File: src/inc/adcm_pkg.sv
// package: register map, field layout and mux encodings for the adc config block
// Summary of operation
// - buffer code n gives 2**n words per input
// - length register bits 15..3 read zero, ignore writes
// - sample A pos select: 1 picks AN3-5, 0 AN0-2
// - sample B pos select follows same pattern
// - twelve bit mode hides ch1-3 selects, reads zero
package adcm_pkg;
	localparam int ADDR_W = 4;
	localparam int DATA_W = 16;
	// register offsets (word index)
	localparam logic [ADDR_W-1:0] OFS_BUF_LEN = 4'h0;
	localparam logic [ADDR_W-1:0] OFS_CH123_SEL = 4'h1;
	localparam logic [ADDR_W-1:0] OFS_MODE = 4'h2;
	// reset values
	localparam logic [DATA_W-1:0] RST_BUF_LEN = 16'h0000;
	localparam logic [DATA_W-1:0] RST_CH123_SEL = 16'h0000;
	localparam logic [DATA_W-1:0] RST_MODE = 16'h0000;
	// field positions
	localparam int BUF_WORDS_LSB = 0;
	localparam int BUF_WORDS_W = 3;
	localparam int POS_SEL_A_BIT = 0;
	localparam int NEG_SEL_A_LSB = 1;
	localparam int POS_SEL_B_BIT = 8;
	localparam int NEG_SEL_B_LSB = 9;
	localparam int MODE_12B_BIT = 0;
	localparam int AN_W = 5;
	// analog input numbers feeding channels 1..3
	localparam logic [AN_W-1:0] AN_POS_LO = 5'h00;
	localparam logic [AN_W-1:0] AN_POS_HI = 5'h03;
	localparam logic [AN_W-1:0] AN_NEG_LO = 5'h06;
	localparam logic [AN_W-1:0] AN_NEG_HI = 5'h09;
	localparam logic [1:0] NEG_CODE_LO = 2'h2;
	// one sample set-up for channels 1..3
	typedef struct packed {
		logic [1:0] neg_sel;
		logic pos_sel;
	} adcm_samp_cfg_s;
	// routed inputs of one channel
	typedef struct packed {
		logic [AN_W-1:0] pos_an;
		logic neg_is_vref;
		logic [AN_W-1:0] neg_an;
	} adcm_route_s;
endpackage

File: src/hw/adcm_route.sv
// module: decodes one sample set-up into channel 1..3 input routing
module adcm_route
	import adcm_pkg::*;
(
	// set-up in
	input wire adcm_pkg::adcm_samp_cfg_s i_cfg,
	input wire logic i_en,
	// routing out, channel 1 at index 0
	output adcm_pkg::adcm_route_s o_route [3]
);
	// per channel offset added to the base input
	for (genvar c = 0; c < 3; c++) begin : g_ch
		always_comb begin
			o_route[c].pos_an = (i_en && i_cfg.pos_sel) ? AN_POS_HI + AN_W'(c)
				: AN_POS_LO + AN_W'(c);
			o_route[c].neg_is_vref = !i_en || !i_cfg.neg_sel[1];
			if (!i_en || !i_cfg.neg_sel[1]) begin
				o_route[c].neg_an = '0;
			end else if (i_cfg.neg_sel == NEG_CODE_LO) begin
				o_route[c].neg_an = AN_NEG_LO + AN_W'(c);
			end else begin
				o_route[c].neg_an = AN_NEG_HI + AN_W'(c);
			end
		end
	end
endmodule

File: src/hw/adcm_cfg.sv
// module: adc dma buffer length and channel 1..3 mux select registers
//
// Implementation choices: the address-and-strobe port and the register offsets.
module adcm_cfg (
	// clock and reset
	input wire logic i_clk,
	input wire logic i_srst,
	// register port
	input wire logic [adcm_pkg::ADDR_W-1:0] i_addr,
	input wire logic [adcm_pkg::DATA_W-1:0] i_wdata,
	input wire logic i_wr,
	input wire logic i_rd,
	output logic [adcm_pkg::DATA_W-1:0] o_rdata,
	// configuration out
	output logic o_twelve_bit_mode,
	output logic [adcm_pkg::BUF_WORDS_W-1:0] o_buffer_words_per_input,
	output logic [7:0] o_buffer_words,
	output adcm_pkg::adcm_route_s o_route_a [3],
	output adcm_pkg::adcm_route_s o_route_b [3]
);
	import adcm_pkg::*;

	logic [BUF_WORDS_W-1:0] buf_code_r, buf_code_nxt;
	adcm_samp_cfg_s cfg_a_r, cfg_a_nxt, cfg_b_r, cfg_b_nxt;
	logic mode_r, mode_nxt;
	logic [DATA_W-1:0] rdata_r, rdata_nxt;

	// register writes; only implemented bits are stored
	always_comb begin
		buf_code_nxt = buf_code_r;
		cfg_a_nxt = cfg_a_r;
		cfg_b_nxt = cfg_b_r;
		mode_nxt = mode_r;
		if (i_wr) begin
			if (i_addr == OFS_BUF_LEN) begin
				buf_code_nxt = i_wdata[BUF_WORDS_LSB +: BUF_WORDS_W];
			end else if (i_addr == OFS_CH123_SEL) begin
				if (!mode_r) begin
					cfg_a_nxt.pos_sel = i_wdata[POS_SEL_A_BIT];
					cfg_a_nxt.neg_sel = i_wdata[NEG_SEL_A_LSB +: 2];
					cfg_b_nxt.pos_sel = i_wdata[POS_SEL_B_BIT];
					cfg_b_nxt.neg_sel = i_wdata[NEG_SEL_B_LSB +: 2];
				end
			end else if (i_addr == OFS_MODE) begin
				mode_nxt = i_wdata[MODE_12B_BIT];
			end
		end
	end

	// read mux; unmapped and unimplemented bits return zero
	always_comb begin
		rdata_nxt = '0;
		if (i_rd) begin
			if (i_addr == OFS_BUF_LEN) begin
				rdata_nxt[BUF_WORDS_LSB +: BUF_WORDS_W] = buf_code_r;
			end else if (i_addr == OFS_CH123_SEL) begin
				if (!mode_r) begin
					rdata_nxt[POS_SEL_A_BIT] = cfg_a_r.pos_sel;
					rdata_nxt[NEG_SEL_A_LSB +: 2] = cfg_a_r.neg_sel;
					rdata_nxt[POS_SEL_B_BIT] = cfg_b_r.pos_sel;
					rdata_nxt[NEG_SEL_B_LSB +: 2] = cfg_b_r.neg_sel;
				end
			end else if (i_addr == OFS_MODE) begin
				rdata_nxt[MODE_12B_BIT] = mode_r;
			end
		end
	end

	// state registers
	always_ff @(posedge i_clk) begin
		if (i_srst) begin
			buf_code_r <= RST_BUF_LEN[BUF_WORDS_LSB +: BUF_WORDS_W];
			cfg_a_r <= RST_CH123_SEL[POS_SEL_A_BIT +: 3];
			cfg_b_r <= RST_CH123_SEL[POS_SEL_B_BIT +: 3];
			mode_r <= RST_MODE[MODE_12B_BIT];
			rdata_r <= '0;
		end else begin
			buf_code_r <= buf_code_nxt;
			cfg_a_r <= cfg_a_nxt;
			cfg_b_r <= cfg_b_nxt;
			mode_r <= mode_nxt;
			rdata_r <= rdata_nxt;
		end
	end

	// outputs; stored selects survive 12-bit mode but are masked from routing
	assign o_rdata = rdata_r;
	assign o_twelve_bit_mode = mode_r;
	assign o_buffer_words_per_input = buf_code_r;
	assign o_buffer_words = 8'h01 << buf_code_r;

	adcm_route u_route_a (
		.i_cfg(cfg_a_r),
		.i_en(!mode_r),
		.o_route(o_route_a)
	);
	adcm_route u_route_b (
		.i_cfg(cfg_b_r),
		.i_en(!mode_r),
		.o_route(o_route_b)
	);
endmodule

File: config.mk
export PLATFORM = sky130hd
export DESIGN_NAME = adcm_cfg
export DESIGN_NICKNAME = d
export VERILOG_FILES = /design/src/inc/adcm_pkg.sv /design/src/hw/adcm_route.sv /design/src/hw/adcm_cfg.sv
export SDC_FILE = /design/constraint.sdc
export NUM_CORES = 1
export LEC_CHECK = 0
export ABC_AREA = 0
export ABC_CLOCK_PERIOD_IN_PS = 1400
export BUFFER_PORTS_ARGS = -buffer_cell sky130_fd_sc_hd__buf_2
export CAP_MARGIN = 20
export CORE_ASPECT_RATIO = 1.1
export CORE_MARGIN = 2
export CORE_UTILIZATION = 37
export DETAILED_ROUTE_END_ITERATION = 10
export GPL_TIMING_DRIVEN = 0
export PLACE_DENSITY_LB_ADDON = 0.05
export SLEW_MARGIN = 15
export SYNTH_ARGS = -nofsm -noshare
export SYNTH_HDL_FRONTEND = slang
export SYNTH_SLANG_ARGS = --single-unit
File: constraint.sdc
create_clock -name i_clk -period 1.4 [get_ports i_clk]
set_input_delay 0.14 -clock i_clk [delete_from_list [all_inputs] [get_ports i_clk]]
set_output_delay 0.14 -clock i_clk [all_outputs]
set_load 0.01 [all_outputs]
# [After elaboration in Yosys (flattened, before gate mapping)]
# Cells that the tools add are included.
# Widths: inputs -> output; s select.
[op_classes] eq_ne=4 n_shift=1 muxes=23 bitwise=4 n_reduce_logical=13
[ops] operator="$mux 5" count=6
[ops] operator="$mux 3" count=6
[ops] operator="$mux 4" count=4
[ops] operator="$mux 2" count=5
[ops] operator="$reduce_and 4->1" count=2
[ops] operator="$shl 1x3->8 const A" count=1
[ops] operator="$reduce_or 5->1" count=1
[ops] operator="$eq 2x2->1 const B" count=2
[ops] operator="$eq 4x1->1 const B" count=1
[ops] operator="$eq 4x2->1 const B" count=1
[ops] operator="$logic_not 4->1" count=1
[ops] operator="$not 1->1" count=4
[ops] operator="$logic_not 1->1" count=3
[ops] operator="$logic_and 1x1->1" count=2
[ops] operator="$logic_or 1x1->1" count=2
[ops] operator="$mux 1" count=2
[ops] operator="$reduce_and 2->1" count=1
[ops] operator="$reduce_or 2->1" count=1
[word_totals] ff_bits=26 inputBits=24 out_inout_bits=94 elab_cells=54

# [Longest topological paths before layout]
# Gate-level depths: netlist of run 1.
[depth] ltp_word=4 mapped_depth=5 ltp_nobuf=4

# [Hierarchy]
# A second synthesis of run 1 with hierarchy kept.
[hier_totals] hier_cells=161 area_unflattened_um2=1340.0
[modules_own_cells] module="adcm_cfg" instances=1 cells_each=93 area_each_um2=852.1 seq_area_each_um2=320.3
[modules_own_cells] module="adcm_route" instances=2 cells_each=34 area_each_um2=244.0 seq_area_each_um2=0.0

# [Worst setup path before layout of run 1]
# No wires, ideal clock.
[synth_path] kind="register to output" start="reg mode_r (netlist: o_twelve_bit_mode)" end="out o_route_a[14] in the netlist's numbering" arrival_time_ns=1.421 required_time_ns=1.260 setup_slack_ns=-0.161 stages_incl_launch_ff=6 n_path_buf=2 cell_sequence="dfxtp_1 > clkbuf_1 > nand2b_1 > inv_1 > and2_1 > buf_4"
[synth_lines] element="start: declaration" line="adcm_cfg.sv:25" source="logic mode_r, mode_nxt;"
[synth_lines] element="start signal: assignment" line="adcm_cfg.sv:75" source="mode_r <= RST_MODE[MODE_12B_BIT];"
[synth_lines] element="start signal: assignment" line="adcm_cfg.sv:81" source="mode_r <= mode_nxt;"
[synth_lines] element="end: declaration" line="adcm_cfg.sv:18" source="output adcm_pkg::adcm_route_s o_route_a [3],"

==> impl_metrics.env, run 1 <==
export IMPL_setup_ws_ps=-86.3
export IMPL_max_freq_ghz=0.673
export IMPL_cts_root_buf="clkbuf_4"
export IMPL_rsz0062_at_grt="yes"
export IMPL_dpl_hpwl_um=2290
export IMPL_synthesis_instances=156
export IMPL_clock_sinks=16
export IMPL_die_w_um=60.4
export IMPL_wl_per_cell_um=9.67
export IMPL_maxCapViolCount=0
export IMPL_drt_iter0_drc=14
export IMPL_cp_cell_sequence="buf_8, nand2b_4, inv_4, and2_4, buf_6, buf_6"
export IMPL_wirelength_um=3060
export IMPL_syn_cell_area_mm2=0.00129
export IMPL_cts_tree="yes"
export IMPL_yosysSeqAreaShare=0.248
export IMPL_worstSetupPathType="reg2out"
export IMPL_grt_pass1_vias=975
export IMPL_slew_viol_final=0
export IMPL_period_minus_slack_ps=1490
export IMPL_first_pass_iters=4
export IMPL_fin_skew_ps=5.93
export IMPL_start_util=0.388
export IMPL_die_area_mm2=0.00399
export IMPL_synth_cell_type_count=24
export IMPL_grt_remaining_overflow=0
export IMPL_vias=1200
export IMPL_critPathLaunchType="flip-flop"
export IMPL_fin_crit_sh=1.06
export IMPL_vias_per_cell=3.79
export IMPL_cp_data_arrival_time_ps=1350
export IMPL_ys_warn_count=0
export IMPL_final_setup_tns_ps=-1030
export IMPL_antenna_found_initial=0
export IMPL_htreeDepth=1
export IMPL_setup_viol=27
export IMPL_max_stage_delay_ps=350
export IMPL_grt_usage=0.135
export IMPL_drc_errors=0
export IMPL_cts_buffers=3
export IMPL_ir_drop_mv=0.453
export IMPL_rr_worst_depth=4
export IMPL_io_buffers=72
export IMPL_whs_path_depth=3
export IMPL_clkSlewWorstSetupHoldPaths_ps=100
export IMPL_cts_buffer_depth=2
export IMPL_antennaDiodeCount=0
export IMPL_end_kind="output port"
export IMPL_hold_path_class="in2reg"
export IMPL_cp_max_fo=7
export IMPL_outcome="finished with violations"
export IMPL_ios=118
export IMPL_drive_gt1_frac=0.613
export IMPL_gp_congestion=0.693
export IMPL_clk_latency_ps=290
export IMPL_synth_avg_cell_area_um2=8.29
export IMPL_post_route_util=0.638
export IMPL_drtAntennaViolNets=0
export IMPL_nNetsFinal=294
export IMPL_critPathSlowestCell="dfxtp_2"
export IMPL_violations="negative setup slack"
export IMPL_cp_required_ps=1260
export IMPL_ys_ff_latch=16
export IMPL_grt_pass1_wl_um=4100
export IMPL_cts_hold_buf=0
export IMPL_core_area_mm2=0.00333
export IMPL_power_density_mw_per_mm2=478
export IMPL_cpMostUsedCell="buf_6"
export IMPL_finalHoldViolCount=0
export IMPL_p_leak_nw=1.22
export IMPL_die_y_um=66.0
export IMPL_rows=22
export IMPL_grt_max_degree=12
export IMPL_area_growth_pct=64.3
==> repair_timing <==
action,in CTS,in global routing
endpoints found under the hold margin,0,0
resized for setup,28,22
buffers inserted,6,2
pin swaps,0,1
endpoints found under the setup margin,45,40
==> layout by cell type, fill, tap and decap left out, types with 2 or more instances in the layout <==
cell type / netlist / layout
dfxtp_2: 0 / 4
inv_2: 1 / 3
buf_2: 0 / 55
nor3b_1: 4 / 4
a21oi_1: 2 / 2
nand3b_1: 3 / 3
and3b_1: 2 / 2
clkbuf_1: 6 / 2
mux2i_1: 11 / 11
nand2b_1: 21 / 18
buf_4: 64 / 57
nand2b_4: 0 / 2
nor3_1: 2 / 2
conb_1: 1 / 34
nand2_1: 3 / 3
and2_4: 0 / 2
dfxtp_1: 16 / 12
buf_6: 0 / 31
clkbuf_4: 0 / 3
nor2_1: 7 / 5
==> final timing paths <==
path | from | slack, ps | end
setup / recovery | o_twelve_bit_mode$_SDFFE_PP0P_ | -90 | o_route_a[1]
hold / removal | i_wdata[10] | 100 | cfg_b_r[2]$_SDFFE_PP0P_
setup reg to reg | o_twelve_bit_mode$_SDFFE_PP0P_ | 130 | cfg_b_r[0]$_SDFFE_PP0P_
hold reg to reg | cfg_b_r[0]$_SDFFE_PP0P_ | 490 | cfg_b_r[0]$_SDFFE_PP0P_
==> report_power, final <==
group	switching, mW	leakage [nW]	internal [mW]
logic	0.109	1.07	0.126
registers	0.00520	0.131	0.459
clock network	0.158	0.0210	0.158
total	0.272	1.22	0.744
==> metrics by stage <==
| stage | instance area (µm²) | cells | hold WS, ps | power [mW] | setup slack (ps) |
|---|---|---|---|---|---|
| final | 2130 | 317 | 104 | 1.02 | -86.3 |
| after global routing | 2130 | 317 | 114 | 1.07 | -134 |
| after CTS | 2030 | 316 | 99.1 | 1.02 | -112 |
| after detailed placement | 1850 | 309 | 416 | 0.692 | -36.6 |
| after global placement | 1850 | 309 | 411 | 0.692 | -34.7 |
| after floorplan | 1430 | 189 | 295 | 0.646 | 14.3 |
==> state kept, by name, summed over array words and instances, names as in the netlist <==
signal                    cells
cfg_a_r                       3
cfg_b_r                       3
o_buffer_words_per_input      3
o_rdata                       6
o_twelve_bit_mode             1
==> final cells by class <==
type,instances,area [µm²]
repair buffers,80,531
flip-flops and latches,16,325
well taps,48,60.1
multi-input cells,99,612
inverters,4,17.5
clock buffers,4,36.3
fillers,327,1200
plain buffers,66,544
==> worst max-delay path, delay by kind of cell (launching register included) <==
family                 cells  cell delay (ps)
and+or+nand+nor            2              330
DFF                        1              350
buffers and inverters      4              370
==> cells in the mapped netlist <==
library cell  count  area [µm²]
nor3_1            2        10.0
nor3b_1           4        30.0
nor4b_1           1        8.76
nand2_1           3        11.3
nand3_1           1        5.00
a21oi_1           2        10.0
nor3_4            1        16.3
nand3b_1          3        22.5
conb_1            1        3.75
inv_2             1        3.75
and2_1            2        12.5
dfxtp_1          16         320
nand2b_1         21         131
clkbuf_1          6        22.5
mux2i_1          11         110
nor2b_1           1        6.26
or3_4             1        11.3
nor2_1            7        26.3
inv_1             3        11.3
and3b_1           2        17.5
o311ai_0          1        8.76
or2b_1            1        7.51
buf_4            64         480
and3_1            1        6.26
==> cells by family (layout without fill, tap and decap cells) <==
group,count (synthesis),after routing,share of synthesized area
AO/OA/AOI/OAI,3,3,0.0145
buffers and inverters,74,154,0.400
flip-flops,16,16,0.248
multiplexers,11,11,0.0851
other,1,34,0.00290
AND/OR/NAND/NOR,51,51,0.250
==> per-layer routing <==
| metal | GRT usage | up-vias | routed length [µm] |
|---|---|---|---|
| met3 | 0.0196 | 4 | 264 |
| li1 | - | 628 | - |
| met2 | 0.234 | 60 | 1540 |
| met4 | 0.0583 | 0 | 44 |
| met1 | 0.162 | 508 | 1220 |
| met5 | 0 | - | 0 |
No activity file was read; power rests on OpenSTA's default activity.
==> inputs of run 2 (changes only) <==
--- a/config.mk
+++ b/config.mk
@@ -11,7 +11,8 @@
 export CAP_MARGIN = 20
 export CORE_ASPECT_RATIO = 1.1
 export CORE_MARGIN = 2
-export CORE_UTILIZATION = 37
+export CORE_UTILIZATION = 38
+export CTS_BUF_LIST = sky130_fd_sc_hd__clkbuf_2
 export DETAILED_ROUTE_END_ITERATION = 10
 export GPL_TIMING_DRIVEN = 0
 export PLACE_DENSITY_LB_ADDON = 0.05
==> impl_metrics.env, run 2 (synthesized netlist as in run 1, its figures left out) <==
export IMPL_outcome="finished with violations"
export IMPL_violations="negative setup slack"
export IMPL_r2r_end="cfg_b_r[2]$_SDFFE_PP0P_"
export IMPL_fin_skew_ps=7.89
export IMPL_cts_root_buf="clkbuf_2"
export IMPL_rows=22
export IMPL_max_stage_delay_ps=410
export IMPL_drc_errors=0
export IMPL_use_met1=0.154
export IMPL_cp_max_fo=8
export IMPL_ios=118
export IMPL_nNetsFinal=294
export IMPL_placed_area_mm2=0.00183
export IMPL_first_pass_iters=4
export IMPL_core_area_mm2=0.00330
export IMPL_critPathLaunchType="flip-flop"
export IMPL_ir_drop_mv=0.385
export IMPL_antenna_found_initial=0
export IMPL_fin_crit_sh=1.02
export IMPL_drtAntennaViolNets=0
export IMPL_grt_remaining_overflow=0
export IMPL_rsz0062_at_grt="yes"
export IMPL_area_growth_pct=58.1
export IMPL_met3_usage=0.0335
export IMPL_slew_viol_final=0
export IMPL_die_area_mm2=0.00389
export IMPL_critPathSlowestCell="dfxtp_4"
export IMPL_cts_buffer_depth=2
export IMPL_top_usage_layer="met2"
export IMPL_reg2reg_slack_ps=170
export IMPL_start_util=0.392
export IMPL_cp_cell_sequence="nand2b_4, inv_4, and2_4, buf_6, buf_6"
export IMPL_cp_data_arrival_time_ps=1290
export IMPL_wl_per_cell_um=9.06
export IMPL_clkSlewWorstSetupHoldPaths_ps=140
export IMPL_crit_end="o_route_a[1]"
export IMPL_clock_sinks=16
export IMPL_grt_usage=0.130
export IMPL_die_y_um=65.2
export IMPL_hold_path_class="in2reg"
export IMPL_vias_per_cell=3.82
export IMPL_worstSetupPathType="reg2out"
export IMPL_setup_ws_ps=-31.5
export IMPL_grt_max_degree=12
export IMPL_largest_register_ffs=6
export IMPL_finalHoldViolCount=0
export IMPL_final_cell_area_mm2=0.00205
export IMPL_vias=1166
export IMPL_setup_viol=8
export IMPL_cts_hold_buf=0
export IMPL_clk_latency_ps=280
export IMPL_drt_iter0_drc=14
export IMPL_final_common_cell="buf_4"
export IMPL_holdWs_ps=92.0
export IMPL_crit_start="o_twelve_bit_mode$_SDFFE_PP0P_"
export IMPL_gp_congestion=0.687
export IMPL_final_cell_mix="buf_4, buf_2, conb_1, buf_6, nand2b_1"
export IMPL_period_minus_slack_ps=1430
export IMPL_io_buffers=72
export IMPL_dpl_hpwl_um=2190
export IMPL_cp_num_cells=5
export IMPL_maxCapViolCount=0
export IMPL_max_freq_ghz=0.699
export IMPL_cts_tree="yes"
export IMPL_antennaDiodeCount=0
export IMPL_worst_path_buf_inv=3
export IMPL_wirelength_um=2760
export IMPL_rr_worst_depth=3
export IMPL_cts_buffers=3
export IMPL_crit_family="flip-flops"
export IMPL_met2_usage=0.227
export IMPL_htreeDepth=1
export IMPL_drive_gt1_frac=0.610
export IMPL_p_leak_nw=1.20
export IMPL_end_kind="output port"
export IMPL_cp_required_ps=1260
export IMPL_grt_pass1_vias=942
export IMPL_cpMostUsedCell="buf_6"
export IMPL_die_w_um=59.6
export IMPL_power_density_mw_per_mm2=435
export IMPL_rr_startpoint="o_twelve_bit_mode$_SDFFE_PP0P_"
export IMPL_grt_pass1_wl_um=4030
[run 2: per-layer routing]
metal / up-vias / part of all wire / routed length [µm]
li1: 623 / - / -
met1: 486 / 0.41 / 1120
met2: 55 / 0.50 / 1370
met3: 2 / 0.089 / 246
met4: 0 / 0.0098 / 27
met5: - / 0 / 0
[run 2: how the worst min path moves through the flow]
stage	endpoint	startpoint	slack (ps)	cells after the start
after detailed placement	cfg_b_r[1]$_SDFFE_PP0P_	i_wdata[9]	420	3
after global routing	cfg_b_r[0]$_SDFFE_PP0P_	i_wdata[8]	70	3
after floorplan	cfg_b_r[1]$_SDFFE_PP0P_	i_wdata[9]	290	2
after CTS	cfg_b_r[2]$_SDFFE_PP0P_	i_wdata[10]	80	3
final	cfg_b_r[0]$_SDFFE_PP0P_	i_wdata[8]	90	3
after global placement	cfg_b_r[1]$_SDFFE_PP0P_	i_wdata[9]	410	3
[run 2: stage by stage]
step / total power [mW] / util / worst slack (ps) / TNS (ps) / instances
after floorplan: 0.646 / - / 14.3 / 0 / 189
after CTS: 0.900 / 0.607 / -126 / -2490 / 305
final: 0.889 / 0.619 / -31.5 / -200 / 305
after global routing: 0.940 / 0.619 / -120 / -2180 / 305
after detailed placement: 0.691 / 0.554 / -53.9 / -279 / 297
after global placement: 0.691 / 0.554 / -44.8 / -222 / 297
[run 2: timing repair]
| action | in CTS | in global routing |
|---|---|---|
| pin swaps | 0 | 0 |
| gates resized for setup | 28 | 13 |
| setup buffers | 8 | 2 |
| setup endpoints to repair | 48 | 49 |
[run 2: worst reg2reg max path, cell delays in order (launching register included)]
cell     delay (ps)
dfxtp_4         400
buf_4           150
nor3_4          400
mux2i_1         230
[run 2: final cells by class]
cell class                      instances  area [µm²]
Timing Repair Buffer                   82         527
Buffer                                 64         503
Sequential cell                        16         328
Inverter                                4        17.5
Fill cell                             326        1260
Tap cell                               36        45.0
Clock buffer                            3        15.0
Clock inverter                          1        3.75
Multi-Input combinational cell         99         607
[run 2: power by group]
part	leakage (nW)	internal [mW]	switching, mW	total (mW)
registers	0.131	0.458	0.00569	0.464
clock network	0.0140	0.0620	0.136	0.198
logic	1.05	0.123	0.105	0.228
==> inputs of run 3 (changes only) <==
--- a/config.mk
+++ b/config.mk
@@ -10,7 +10,7 @@
 export BUFFER_PORTS_ARGS = -buffer_cell sky130_fd_sc_hd__buf_2
 export CAP_MARGIN = 20
 export CORE_ASPECT_RATIO = 1.1
-export CORE_MARGIN = 2
+export CORE_MARGIN = 8
 export CORE_UTILIZATION = 38
 export CTS_BUF_LIST = sky130_fd_sc_hd__clkbuf_2
 export DETAILED_ROUTE_END_ITERATION = 10
==> impl_metrics.env, run 3 (synthesized netlist as in run 1, its figures left out) <==
export IMPL_drt_iter0_drc=12
export IMPL_setup_viol=31
export IMPL_rsz0062_at_grt="yes"
export IMPL_dpl_hpwl_um=2850
export IMPL_io_buffers=72
export IMPL_grt_remaining_overflow=0
export IMPL_grt_max_degree=12
export IMPL_nNetsFinal=296
export IMPL_crit_start="o_twelve_bit_mode$_SDFFE_PP0P_"
export IMPL_ir_drop_mv=0.271
export IMPL_switching_power_uw=265
export IMPL_rows=22
export IMPL_largest_register_ffs=6
export IMPL_cts_tree="yes"
export IMPL_pwr_share_seq=0.508
export IMPL_finalHoldViolCount=0
export IMPL_die_y_um=77.2
export IMPL_max_freq_ghz=0.667
export IMPL_cts_buffer_depth=2
export IMPL_final_cell_mix="buf_4, buf_2, buf_6, conb_1, nand2b_1"
export IMPL_crit_end="o_route_a[14]"
export IMPL_cpMostUsedCell="buf_6"
export IMPL_grt_usage=0.119
export IMPL_cts_buffers=3
export IMPL_period_minus_slack_ps=1500
export IMPL_violations="negative setup slack"
export IMPL_critPathLaunchType="flip-flop"
export IMPL_start_util=0.392
export IMPL_power_density_mw_per_mm2=427
export IMPL_maxCapViolCount=0
export IMPL_rr_worst_depth=4
export IMPL_die_area_mm2=0.00553
export IMPL_wl_per_cell_um=12.1
export IMPL_worstSetupPathType="reg2out"
export IMPL_core_area_mm2=0.00330
export IMPL_area_growth_pct=66.1
export IMPL_fill_cells=306
export IMPL_fin_crit_sh=1.07
export IMPL_vias_per_cell=3.87
export IMPL_placed_area_mm2=0.00183
export IMPL_grt_pass1_wl_um=5430
export IMPL_clockPowerShare=0.228
export IMPL_fin_skew_ps=8.62
export IMPL_final_cell_area_mm2=0.00215
export IMPL_antenna_found_initial=0
export IMPL_ios=118
export IMPL_clock_sinks=16
export IMPL_final_setup_tns_ps=-1990
export IMPL_power_share_switching=0.289
export IMPL_first_pass_iters=4
export IMPL_reg2reg_slack_ps=100
export IMPL_combPwrFrac=0.264
export IMPL_slew_viol_final=0
export IMPL_hp_start="i_wdata[8]"
export IMPL_critPathSlowestCell="dfxtp_2"
export IMPL_gp_congestion=0.699
export IMPL_post_place_ws_ps=-41.4
export IMPL_cts_root_buf="clkbuf_2"
export IMPL_die_w_um=71.6
export IMPL_cp_required_ps=1260
export IMPL_drive_gt1_frac=0.613
export IMPL_p_int_uw=652
export IMPL_final_common_cell="buf_4"
export IMPL_cp_max_fo=8
export IMPL_antennaDiodeCount=0
export IMPL_r2r_end="cfg_a_r[2]$_SDFFE_PP0P_"
export IMPL_max_stage_delay_ps=370
export IMPL_p_leak_nw=1.23
export IMPL_whs_path_depth=3
export IMPL_clkSlewWorstSetupHoldPaths_ps=160
export IMPL_setup_ws_ps=-99.4
export IMPL_rr_startpoint="o_twelve_bit_mode$_SDFFE_PP0P_"
export IMPL_cp_data_arrival_time_ps=1360
export IMPL_drtAntennaViolNets=0
export IMPL_wirelength_um=3720
export IMPL_cp_cell_sequence="buf_8, nand2b_4, inv_4, and2_4, buf_6, buf_6"
export IMPL_hold_path_class="in2reg"
export IMPL_grt_pass1_vias=1055
export IMPL_clk_latency_ps=290
export IMPL_outcome="finished with violations"
export IMPL_drc_errors=0
export IMPL_vias=1188
export IMPL_htreeDepth=1
export IMPL_end_kind="output port"
-- run 3: cell count changes in the layout (fill, tap and decap cells not counted), sizes merged --
cell / change
buf: +2
-- run 3: worst max-delay path, delay by kind of cell, from the launching register on --
family,cells,cell delay (ps)
AND/OR/NAND/NOR,2,320
flip-flops,1,370
buffers and inverters,4,380
-- run 3: worst min-delay path by stage --
stage,end
floorplan,cfg_b_r[1]$_SDFFE_PP0P_
global placement,cfg_b_r[1]$_SDFFE_PP0P_
detailed placement,cfg_b_r[1]$_SDFFE_PP0P_
CTS,cfg_b_r[0]$_SDFFE_PP0P_
global route,cfg_b_r[2]$_SDFFE_PP0P_
finish,cfg_b_r[0]$_SDFFE_PP0P_
-- run 3: final cells by class --
class                      count  area [µm²]  share of cell area
multi-input combinational     99         612               0.285
buffer                        66         548               0.255
clock inverter                 1        3.75             0.00175
timing repair buffer          82         577               0.268
clock buffer                   3        15.0             0.00699
sequential                    16         325               0.151
inverter                       4        22.5              0.0105
tap                           36        45.0              0.0210
-- run 3: power groups by stage --
stage	clock, mW	combinational (mW)	sequential (mW)
2_1_floorplan	0	0.174	0.472
3_3_place_gp	0	0.221	0.472
3_5_place_dp	0	0.221	0.472
4_1_cts	0.215	0.225	0.465
5_1_grt	0.232	0.265	0.467
6_report	0.209	0.242	0.465
-- run 3: what timing repair did --
| action | 4_1_cts | 5_1_grt |
|---|---|---|
| hold buffers | 0 | 0 |
| pin swaps | 0 | 1 |
| setup buffers | 6 | 4 |
| setup endpoints to repair | 45 | 46 |
| cloned | 0 | 0 |
| gates resized for setup | 28 | 31 |
-- run 3: metrics by stage --
| stage | util | std cells | hold slack, ps | power [mW] |
|---|---|---|---|---|
| detailed placement | 0.554 | 297 | 416 | 0.693 |
| floorplan | - | 189 | 295 | 0.646 |
| CTS | 0.603 | 303 | 83.1 | 0.905 |
| global placement | 0.554 | 297 | 411 | 0.692 |
| finish | 0.650 | 307 | 84.4 | 0.917 |
| global route | 0.650 | 307 | 88.6 | 0.964 |
-- run 3: routing by layer --
| metal | wire [µm] | vias up | track usage |
|---|---|---|---|
| li1 | - | 632 | - |
| met4 | 47 | 0 | 0.0491 |
| met5 | 0 | - | 0 |
| met1 | 1380 | 496 | 0.127 |
| met3 | 388 | 4 | 0.0455 |
| met2 | 1900 | 56 | 0.203 |
